<file path="src/design/pivm_pkg.sv">
// Purpose: Constants and types for the peripheral interrupt vector map
// Assumes: One 100 MHz system clock, synchronous active-high reset
// Notes:   Vector addresses are byte addresses of 32-bit table words
package pivm_pkg;

  // ----------------------------------------------------------------
  // Vector table layout
  // ----------------------------------------------------------------
  localparam int unsigned NUM_USER_LINES  = 32;
  localparam int unsigned ADDR_W          = 32;
  localparam int unsigned PRIO_W          = 4;
  localparam logic [31:0] VEC_STACK_PTR   = 32'h0000_0000;
  localparam logic [31:0] VEC_RESET       = 32'h0000_0004;
  localparam logic [31:0] VEC_NMI         = 32'h0000_0008;
  localparam logic [31:0] VEC_SEVERE      = 32'h0000_000c;
  localparam logic [31:0] VEC_SUPERVISOR  = 32'h0000_002c;
  localparam logic [31:0] VEC_PENDING_SRV = 32'h0000_0038;
  localparam logic [31:0] VEC_TICK        = 32'h0000_003c;
  localparam logic [31:0] VEC_USER_BASE   = 32'h0000_0040;
  localparam logic [31:0] VEC_USER_LAST   = 32'h0000_00bc;
  localparam logic [31:0] VEC_RSVD_FIRST  = 32'h0000_00a0;
  localparam int unsigned VEC_WORD_SHIFT  = 2;

  // ----------------------------------------------------------------
  // Exception priorities (signed, lower is more urgent)
  // ----------------------------------------------------------------
  localparam logic signed [PRIO_W-1:0] PRIO_RESET      = -4'sh3;
  localparam logic signed [PRIO_W-1:0] PRIO_NMI        = -4'sh2;
  localparam logic signed [PRIO_W-1:0] PRIO_SEVERE     = -4'sh1;
  localparam logic signed [PRIO_W-1:0] PRIO_SUPERVISOR = 4'sh3;
  localparam logic signed [PRIO_W-1:0] PRIO_PENDING    = 4'sh5;
  localparam logic signed [PRIO_W-1:0] PRIO_TICK       = 4'sh6;
  localparam logic signed [PRIO_W-1:0] PRIO_USER_INIT  = 4'sh0;

  // ----------------------------------------------------------------
  // User line positions
  // ----------------------------------------------------------------
  localparam int unsigned LINE_GPIO    = 0;
  localparam int unsigned LINE_FLASH   = 1;
  localparam int unsigned LINE_UART    = 4;
  localparam int unsigned LINE_SPI     = 5;
  localparam int unsigned LINE_RADIO   = 6;
  localparam int unsigned LINE_WDOG    = 7;
  localparam int unsigned LINE_ADC     = 13;
  localparam int unsigned LINE_I2C_TWO = 14;
  localparam int unsigned LINE_I2C_ONE = 15;
  localparam int unsigned LINE_TMR1_A  = 17;
  localparam int unsigned LINE_TMR1_B  = 18;
  localparam int unsigned LINE_TMR2_A  = 19;
  localparam int unsigned LINE_TMR2_B  = 20;
  localparam int unsigned LINE_RTC     = 21;
  localparam int unsigned LINE_PKEY    = 22;
  localparam int unsigned LINE_DMA     = 23;

  // Lines that carry a peripheral; all others are reserved
  localparam logic [31:0] USED_LINES_MASK = 32'h00fe_e0f3;
  // Critical lines whose priority software must not reassign
  localparam logic [31:0] CRIT_LINES_MASK = 32'h0000_0040;

  // Peripheral request levels grouped together
  typedef struct packed {
    logic gpio;
    logic flash;
    logic uart;
    logic spi;
    logic radio;
    logic wdog;
    logic adc;
    logic i2c_two;
    logic i2c_one;
    logic tmr1_a;
    logic tmr1_b;
    logic tmr2_a;
    logic tmr2_b;
    logic rtc;
    logic pkey;
    logic dma;
  } pivm_periph_irq_s;

  // Vector slot lookup from a user line
  function automatic logic [31:0] user_vector(input logic [4:0] line);
    user_vector = VEC_USER_BASE + {25'h0, line, 2'h0};
  endfunction

  // Line index from a user vector byte address
  function automatic logic [4:0] vector_line(input logic [31:0] addr);
    logic [31:0] off;
    off = addr - VEC_USER_BASE;
    vector_line = off[VEC_WORD_SHIFT +: 5];
  endfunction

endpackage

</file>
<file path="src/design/pivm_map.sv">
// Purpose: Map peripheral interrupt levels onto the core's user lines
// Assumes: Peripherals run on clk; the core fetches word vectors
// Notes:   Also answers vector address and priority queries
//
// Summary of operation
// - Addresses 0x00-0x3c are core exceptions; 32 user vectors 0x40-0xbc.
// - Vector word zero holds the initial stack pointer loaded at reset.
// - Reset, NMI, severe fault have fixed priorities -3,-2,-1 at 0x4-0xc.
// - Supervisor, pending service, tick priorities settable; reset 3,5,6.
// - Each used line from one peripheral; priority 0 after reset, settable except radio line 6.
// - GPIO drives line 0 (0x40), flash controller line 1 (0x44).
// - UART drives line 4 (0x50), SPI line 5 (0x54).
// - Radio controller drives line 6 (0x58); its priority is fixed critical.
// - Watchdog line 7, ADC 13, second I2C 14, first I2C 15.
// - Timer one A/B lines 17/18, timer two 19/20, RTC 21, key 22, DMA 23.
// - Lines 2,3,8-12,16,24-31 reserved, held inactive, no handler.
`timescale 1ns/1ps
`default_nettype none

module pivm_map
  import pivm_pkg::*;
(
  input  wire logic                    clk,
  input  wire logic                    sys_rst,
  input  wire logic                    clk_en,
  input  wire pivm_periph_irq_s        periph_irq,
  input  wire logic [ADDR_W-1:0]       vec_query_addr,
  input  wire logic                    prio_wr,
  input  wire logic [4:0]              prio_wr_line,
  input  wire logic signed [PRIO_W-1:0] prio_wr_val,
  input  wire logic [1:0]              sys_prio_wr,
  input  wire logic signed [PRIO_W-1:0] sys_prio_val,
  output logic [NUM_USER_LINES-1:0]    user_irq,
  output logic                         vec_is_user,
  output logic                         vec_is_stack,
  output logic                         vec_has_handler,
  output logic [4:0]                   vec_line,
  output logic signed [PRIO_W-1:0]     vec_prio,
  output logic                         vec_prio_fixed
);

  // ----------------------------------------------------------------
  // Line routing
  // ----------------------------------------------------------------
  logic [NUM_USER_LINES-1:0] irq_d;
  logic [NUM_USER_LINES-1:0] irq_q;

  // Place each peripheral level on its user line
  always_comb
  begin
    irq_d = '0;
    irq_d[LINE_GPIO]    = periph_irq.gpio;
    irq_d[LINE_FLASH]   = periph_irq.flash;
    irq_d[LINE_UART]    = periph_irq.uart;
    irq_d[LINE_SPI]     = periph_irq.spi;
    irq_d[LINE_RADIO]   = periph_irq.radio;
    irq_d[LINE_WDOG]    = periph_irq.wdog;
    irq_d[LINE_ADC]     = periph_irq.adc;
    irq_d[LINE_I2C_TWO] = periph_irq.i2c_two;
    irq_d[LINE_I2C_ONE] = periph_irq.i2c_one;
    irq_d[LINE_TMR1_A]  = periph_irq.tmr1_a;
    irq_d[LINE_TMR1_B]  = periph_irq.tmr1_b;
    irq_d[LINE_TMR2_A]  = periph_irq.tmr2_a;
    irq_d[LINE_TMR2_B]  = periph_irq.tmr2_b;
    irq_d[LINE_RTC]     = periph_irq.rtc;
    irq_d[LINE_PKEY]    = periph_irq.pkey;
    irq_d[LINE_DMA]     = periph_irq.dma;
    irq_d = irq_d & USED_LINES_MASK;
  end

  // Register levels so the core sees clean clk-synchronous lines
  always_ff @(posedge clk)
  begin
    if (sys_rst)
      irq_q <= '0;
    else if (clk_en)
      irq_q <= irq_d;
  end

  assign user_irq = irq_q;

  // ----------------------------------------------------------------
  // Priority state
  // ----------------------------------------------------------------
  logic signed [PRIO_W-1:0] uprio_d [NUM_USER_LINES];
  logic signed [PRIO_W-1:0] uprio_q [NUM_USER_LINES];
  logic signed [PRIO_W-1:0] sprio_d [3];
  logic signed [PRIO_W-1:0] sprio_q [3];

  // Software priority updates; critical and fixed entries ignore writes
  always_comb
  begin
    uprio_d = uprio_q;
    sprio_d = sprio_q;
    if (prio_wr && !CRIT_LINES_MASK[prio_wr_line])
      uprio_d[prio_wr_line] = prio_wr_val;
    if (sys_prio_wr != 2'h3)
      sprio_d[sys_prio_wr] = sys_prio_val;
  end

  // Priorities come back to their initial values at reset
  always_ff @(posedge clk)
  begin
    if (sys_rst)
    begin
      for (int i = 0; i < NUM_USER_LINES; i++)
        uprio_q[i] <= PRIO_USER_INIT;
      sprio_q[0] <= PRIO_SUPERVISOR;
      sprio_q[1] <= PRIO_PENDING;
      sprio_q[2] <= PRIO_TICK;
    end
    else if (clk_en)
    begin
      uprio_q <= uprio_d;
      sprio_q <= sprio_d;
    end
  end

  // ----------------------------------------------------------------
  // Vector query decode
  // ----------------------------------------------------------------
  logic                     is_user_d;
  logic                     is_stack_d;
  logic                     handler_d;
  logic [4:0]               line_d;
  logic signed [PRIO_W-1:0] prio_d;
  logic                     fixed_d;

  // Classify the queried vector address and look up its priority
  always_comb
  begin
    is_user_d  = (vec_query_addr >= VEC_USER_BASE) &&
                 (vec_query_addr <= VEC_USER_LAST);
    is_stack_d = (vec_query_addr == VEC_STACK_PTR);
    line_d     = is_user_d ? vector_line(vec_query_addr) : 5'h0;
    handler_d  = 1'b0;
    prio_d     = PRIO_USER_INIT;
    fixed_d    = 1'b0;
    if (is_user_d)
    begin
      handler_d = USED_LINES_MASK[line_d];
      prio_d    = uprio_q[line_d];
      fixed_d   = CRIT_LINES_MASK[line_d];
    end
    else
    begin
      // Exception words carry a handler unless reserved or the stack word
      handler_d = 1'b1;
      fixed_d   = (vec_query_addr == VEC_RESET) ||
                  (vec_query_addr == VEC_NMI) ||
                  (vec_query_addr == VEC_SEVERE);
      unique case (vec_query_addr)
        VEC_RESET:       prio_d = PRIO_RESET;
        VEC_NMI:         prio_d = PRIO_NMI;
        VEC_SEVERE:      prio_d = PRIO_SEVERE;
        VEC_SUPERVISOR:  prio_d = sprio_q[0];
        VEC_PENDING_SRV: prio_d = sprio_q[1];
        VEC_TICK:        prio_d = sprio_q[2];
        default:         handler_d = 1'b0;
      endcase
    end
  end

  // Query answers come from flip-flops
  always_ff @(posedge clk)
  begin
    if (sys_rst)
    begin
      vec_is_user     <= 1'b0;
      vec_is_stack    <= 1'b0;
      vec_has_handler <= 1'b0;
      vec_line        <= 5'h0;
      vec_prio        <= PRIO_USER_INIT;
      vec_prio_fixed  <= 1'b0;
    end
    else if (clk_en)
    begin
      vec_is_user     <= is_user_d;
      vec_is_stack    <= is_stack_d;
      vec_has_handler <= handler_d;
      vec_line        <= line_d;
      vec_prio        <= prio_d;
      vec_prio_fixed  <= fixed_d;
    end
  end
endmodule

`default_nettype wire

</file>
<file path="config.mk">
export PLATFORM = sky130hd
export DESIGN_NAME = pivm_map
export DESIGN_NICKNAME = d
export VERILOG_FILES = /design/src/design/pivm_pkg.sv /design/src/design/pivm_map.sv
export SDC_FILE = /design/constraint.sdc
export NUM_CORES = 1
export LEC_CHECK = 0
export ABC_AREA = 1
export ABC_CLOCK_PERIOD_IN_PS = 6040
export BUFFER_PORTS_ARGS = -buffer_cell sky130_fd_sc_hd__buf_2
export CAP_MARGIN = 10
export CORE_UTILIZATION = 35
export DETAILED_ROUTE_END_ITERATION = 10
export GPL_TIMING_DRIVEN = 0
export PLACE_DENSITY_LB_ADDON = 0.08
export RECOVER_POWER = 25
export SYNTH_ARGS = -nofsm -noshare
export SYNTH_HDL_FRONTEND = slang
export SYNTH_SLANG_ARGS = --single-unit
</file>
<file path="constraint.sdc">
create_clock -name clk -period 6.04 [get_ports clk]
set_input_delay 0.906 -clock clk [delete_from_list [all_inputs] [get_ports clk]]
set_output_delay 0.906 -clock clk [all_outputs]
set_load 0.01 [all_outputs]
</file>
==> results of run 1 <==
## registers in the layout, summed over array words and instances, names as in the netlist
signal,flops
vec_line,5
vec_prio_fixed,1
vec_has_handler,1
vec_is_user,1
vec_is_stack,1
user_irq,16
uprio_q,128
sprio_q,12
vec_prio,4
## worst max-delay path by stage
stage | cells past startpoint | to
floorplan | 19 | vec_prio[2]
global placement | 17 | vec_prio[1]
detailed placement | 17 | vec_prio[1]
CTS | 17 | vec_prio[1]
global route | 17 | vec_prio[1]
finish | 18 | vec_prio[2]
## worst max-delay path, delay by kind of cell
kind / cells / cell delay (ns)
AND/OR/NAND/NOR: 13 / 1.67
buffers and inverters: 5 / 1.06
## where the power goes
group / internal (mW) / switching [mW] / leakage, nW
combinational: 0.0581 / 0.132 / 2.37
clock: 0.559 / 0.561 / 0.292
sequential: 1.13 / 0.00848 / 1.37
total: 1.75 / 0.702 / 4.04
## layer usage
layer,vias up,part of all wire,GRT usage
met3,38,0.075,0.0476
met5,-,0.00044,0
met2,286,0.44,0.399
li1,4204,-,-
met1,3819,0.46,0.341
met4,2,0.018,0.0726
## cells in the mapped netlist (13+ instances only)
library cell	count
a21oi_1	136
buf_2	13
buf_4	16
clkbuf_1	45
dfxtp_1	169
inv_1	202
nand2_1	159
nand3_1	98
nand4_1	30
nor2_1	151
nor3_1	14
o21ai_0	162
## area by class of cell
class                   count  area share
flip-flops and latches    169       0.350
plain buffers              79      0.0417
clock inverters            15      0.0176
repair buffers             95      0.0452
clock buffers              17      0.0441
multi-input cells         793       0.381
well taps                 313      0.0406
inverters                 205      0.0797
## cells by family (layout without fill, tap and decap cells)
group                  count (synthesis)  count (layout)  synth area share
buffers and inverters                284             411             0.143
other                                  1              16          0.000459
flip-flops                           169             169             0.414
AO/OA/AOI/OAI                        316             316             0.200
AND/OR/NAND/NOR                      461             461             0.243
## stage by stage
stage / cells / util / setup slack (ns)
floorplan: 1246 / - / 3.38
global placement: 1654 / 0.399 / 2.34
detailed placement: 1654 / 0.399 / 2.33
CTS: 1686 / 0.426 / 2.78
global route: 1686 / 0.424 / 2.57
finish: 1686 / 0.424 / 2.76
==> flow_metrics.py, run 1 <==
metrics = {
    "timing": {
        "fmax_mhz": 305,
        "slew_headroom": 0.417,
        "hold_violations": 0,
        "whs_ns": 0.438,
        "tightest_slew_ns": 0.875,
        "final.period_utilization": 0.543,
        "setup_viol": 0,
        "report.final.slew_viol_count": 0,
        "final.setup.tns_ns": 0,
        "fin_skew_ns": 0.0124,
        "rsz0062_at_grt": "no",
        "period_needed_ns": 3.28,
    },
    "grt": {
        "grt_max_degree": 20,
        "overflow": 0,
        "first_global_vias": 7528,
        "antenna_found_initial": 1,
        "grt_pass1_wl_mm": 44.5,
        "gr-usage-all-layers": 0.250,
    },
    "yosys": {
        "ys.flop_type": "dfxtp_1",
        "synth_edf_count": 0,
        "ys_seq_area_frac": 0.414,
        "synthCells": 1231,
        "synth_cell_types": 30,
        "synth_seq_cells": 169,
        "async_reset_ff_frac": 0,
        "synth_top_cell_by_area": "dfxtp_1",
        "synth_top_area_frac": 0.414,
        "synth_area_um2": 8170,
        "synth.area.top_cells": "dfxtp_1, o21ai_0, inv_1, a21oi_1, nand2_1",
        "syn_area_per_cell_um2": 6.64,
        "synth_warnings": 0,
    },
    "finish": {
        "fillCellCount": 2479,
        "final_area_um2": 9650,
        "area_delta_synth_final_pct": 18.1,
        "fin_nets": 1427,
        "layout_common_cells": "inv_1, dfxtp_1, o21ai_0",
        "drive_gt1_frac": 0.101,
        "regArea_um2": 3380,
        "layout_commonest_cell": "inv_1",
        "multiInputGateArea_um2": 3670,
        "antenna_cells": 0,
    },
    "critical_path": {
        "crit_required_ns": 6.44,
        "path_cells": "buf_2 > nor2_1 > inv_1 > nor2_1 > nand2_1 > nor2_2 > nand2_1 > buf_2 > nand3_2 > buf_1 > nand3_1 > nand3_1 > nand3_1 > nand2_1 > nand2_1 > nand3_1 > nand2_1 > inv_1",
        "cp-startpoint": "vec_query_addr[18]",
        "slowest_delay_ns": 0.65,
        "timing.rr.end": "vec_prio[1]",
        "worstSetupEndpointType": "flop",
        "r2r.worst_path.cells": 8,
        "start_kind": "primary input",
        "r2r_setup_slack_ns": 4.68,
        "critical_path_class": "in -> reg",
        "crit_arrival_ns": 3.68,
        "crit_top_cell": "nand2_1",
        "worst-path-max-fanout": 10,
        "r2r-start": "uprio_q[57]",
        "slowest_stage": "buf_1",
    },
    "hold_path": {
        "hold_start": "uprio_q[103]",
        "holdPathEnd": "uprio_q[103]",
        "hp-class": "reg -> reg",
        "min_path_cells": 2,
    },
    "die": {
        "num_io_pins": 112,
        "dieArea_um2": 24000,
        "core_area_um2": 22800,
        "initial_utilization": 0.359,
        "die_y_um": 155,
        "rows": 55,
        "die_width_um": 155,
    },
    "routing": {
        "vias_per_cell": 4.95,
        "drt-total-wl_mm": 29.6,
        "dr.pass1.iters": 5,
        "drc_errors": 0,
        "vias": 8349,
        "antenna_left": 0,
        "wl_per_cell_um": 17.5,
        "drt_iter0_markers": 621,
    },
    "clocking": {
        "cts.sinks": 169,
        "htreeDepth": 4,
        "cts_hold_repair.buffers": 0,
        "cts_resized": 0,
        "clkLatencyLatePin_ns": 0.45,
        "cts_setup_buffers": 0,
        "numCtsBuffers": 17,
        "cts_root_buf": "clkbuf_16",
        "tritoncts": "done",
        "path_clk_slew_ns": 0.08,
        "cts.path.max_buffers": 2,
    },
    "placed_design": {
        "numPortBuffers": 95,
        "dp_hpwl_mm": 21.0,
        "gp_congestion": 0.894,
        "place_area_um2": 9100,
    },
    "pwr": {
        "ir_drop_uv": 164,
        "power.leakage_nw": 4.04,
        "power_density_nw_per_um2": 254,
        "power_mw": 2.45,
    },
    "outcome": {
        "status": "finished clean",
    },
    "job": {
        "drv_cap": 0,
    },
}
No activity file was read; power rests on OpenSTA's default activity.
==> run 2, diff against run 1 <==
ABC_CLOCK_PERIOD_IN_PS = 2700   (was 6040)
clock period = 2.7 ns   (was 6.04 ns; I/O delays follow)
==> run 2 against run 1 <==
  * Combinational power rose by 120%
  * Clock power rose by 120%
  * Non-clock buffer count rose by 1
  * Critical path depth rose by 2
  * Flip-flop and latch count did not move
  * Via count rose by 0.26%
  * Register-to-register slack got worse by 3.3 ns
  * Die area did not move
  * Critical endpoint unchanged
  * Wire length fell by 0.51%
  * Worst setup slack got worse by 2.5 ns
  * Critical path type unchanged
  * Highest routed layer unchanged
==> flow_metrics.py, run 2 (synthesis gave the netlist of run 1 again) <==
metrics = {
    "outcome": {
        "status": "finished clean",
    },
    "finish": {
        "antenna_cells": 0,
        "fin_nets": 1428,
        "area_delta_synth_final_pct": 18.4,
        "drive_gt1_frac": 0.104,
        "fillCellCount": 2478,
        "largest_register_ff_count": 128,
        "layout_commonest_cell": "inv_1",
        "layout_common_cells": "inv_1, dfxtp_1, o21ai_0",
        "max_flop_register": "uprio_q",
    },
    "timing": {
        "report.final.slew_viol_count": 0,
        "whs_ns": 0.170,
        "fin_skew_ns": 0.0127,
        "slew_headroom": 0.408,
        "fin_ws_ns": 0.211,
        "period_needed_ns": 2.49,
        "setup_viol": 0,
        "final.setup.tns_ns": 0,
        "hold_violations": 0,
        "tightest_slew_ns": 0.887,
        "rsz0062_at_grt": "no",
        "final.period_utilization": 0.922,
        "fmax_mhz": 402,
    },
    "grt": {
        "overflow": 0,
        "antenna_found_initial": 1,
        "grt_max_degree": 20,
        "gr-usage-all-layers": 0.250,
        "grt_pass1_wl_mm": 44.5,
        "first_global_vias": 7542,
    },
    "critical_path": {
        "r2r-start": "uprio_q[57]",
        "worst-path-max-fanout": 10,
        "start_kind": "primary input",
        "r2r_setup_slack_ns": 1.36,
        "critical_path_class": "in -> reg",
        "cp-startpoint": "vec_query_addr[18]",
        "crit_required_ns": 3.05,
        "worstSetupEndpointType": "flop",
        "crit_arrival_ns": 2.84,
    },
    "job": {
        "drv_cap": 0,
    },
    "routing": {
        "wl_per_cell_um": 17.4,
        "drc_errors": 0,
        "vias_per_cell": 4.96,
        "vias": 8371,
        "drt_iter0_markers": 644,
        "drt-total-wl_mm": 29.4,
        "antenna_left": 0,
        "dr.pass1.iters": 5,
    },
    "clocking": {
        "cts_hold_repair.buffers": 0,
        "tritoncts": "done",
        "htreeDepth": 4,
        "cts.path.max_buffers": 2,
        "numCtsBuffers": 17,
        "cts.sinks": 169,
        "cts_root_buf": "clkbuf_16",
        "clkLatencyLatePin_ns": 0.44,
        "path_clk_slew_ns": 0.09,
    },
    "die": {
        "die_width_um": 155,
        "num_io_pins": 112,
        "rows": 55,
        "die_y_um": 155,
        "dieArea_um2": 24000,
        "initial_utilization": 0.359,
        "core_area_um2": 22800,
    },
    "pwr": {
        "ir_drop_uv": 364,
        "power.leakage_nw": 4.05,
        "power_density_nw_per_um2": 567,
    },
    "placed_design": {
        "dp_hpwl_mm": 21.0,
        "numPortBuffers": 95,
        "pre_cts_slack_ns": -0.509,
        "gp_congestion": 0.894,
    },
    "hold_path": {
        "hp-class": "in -> reg",
        "hold_start": "periph_irq[15]",
    },
}
[run 2: changes by cell type in the layout (fill, tap and decap cells not counted), sizes merged]
cell  before  now
buf       98   99
[run 2: layer usage]
metal  vias up  wire length, µm  track usage
met5         -               13            0
met4         2              498       0.0731
met3        36             2020       0.0502
met2       301            13200        0.398
met1      3829            13700        0.339
li1       4203                -            -
[run 2: layout make-up]
| class | count | area, µm² | area share |
|---|---|---|---|
| Sequential cell | 169 | 3380 | 0.350 |
| Clock buffer | 17 | 425 | 0.0440 |
| Buffer | 78 | 403 | 0.0416 |
| Clock inverter | 15 | 170 | 0.0176 |
| Multi-Input combinational cell | 793 | 3680 | 0.381 |
| Tap cell | 313 | 392 | 0.0405 |
| Inverter | 205 | 769 | 0.0795 |
| Timing Repair Buffer | 97 | 452 | 0.0467 |
[run 2: stage by stage]
step,utilization,instance area [µm²],std cells,power (mW)
global placement,0.399,9100,1654,3.04
CTS,0.426,9700,1686,5.50
global route,0.425,9680,1687,5.65
finish,0.425,9680,1687,5.49
detailed placement,0.399,9100,1654,3.04
floorplan,-,8230,1246,2.85
[run 2: timing repair]
item	CTS	global route
resized for setup	2	7
setup buffers	0	2
pin swaps	0	1
endpoints found under the setup margin	3	4
endpoints found under the hold margin	0	0
[run 2: power breakdown]
group          total, mW  internal (mW)  switching (mW)
clock               2.51           1.25            1.25
combinational      0.426          0.130           0.296
sequential          2.55           2.54          0.0189
total               5.49           3.92            1.57
[run 2: final timing paths]
path	end	cells after the start
worst max-delay path	vec_prio[2]	20
worst min-delay path	user_irq[0]	3
worst max register to register	vec_prio[1]	8
worst min register to register	uprio_q[103]	2
[run 2: critical path, stage by stage]
cell	delay [ns]
buf_2	0.09
nor2_1	0.09
inv_1	0.05
nor2_1	0.07
nand2_1	0.08
nor2_2	0.23
nand2_1	0.08
nand2_1	0.12
buf_6	0.17
nand3_4	0.10
buf_6	0.17
buf_2	0.24
o211ai_1	0.26
nand3_1	0.16
nand3_1	0.15
nand2_1	0.08
nand2_1	0.07
nand3_1	0.08
nand2_1	0.08
inv_1	0.03
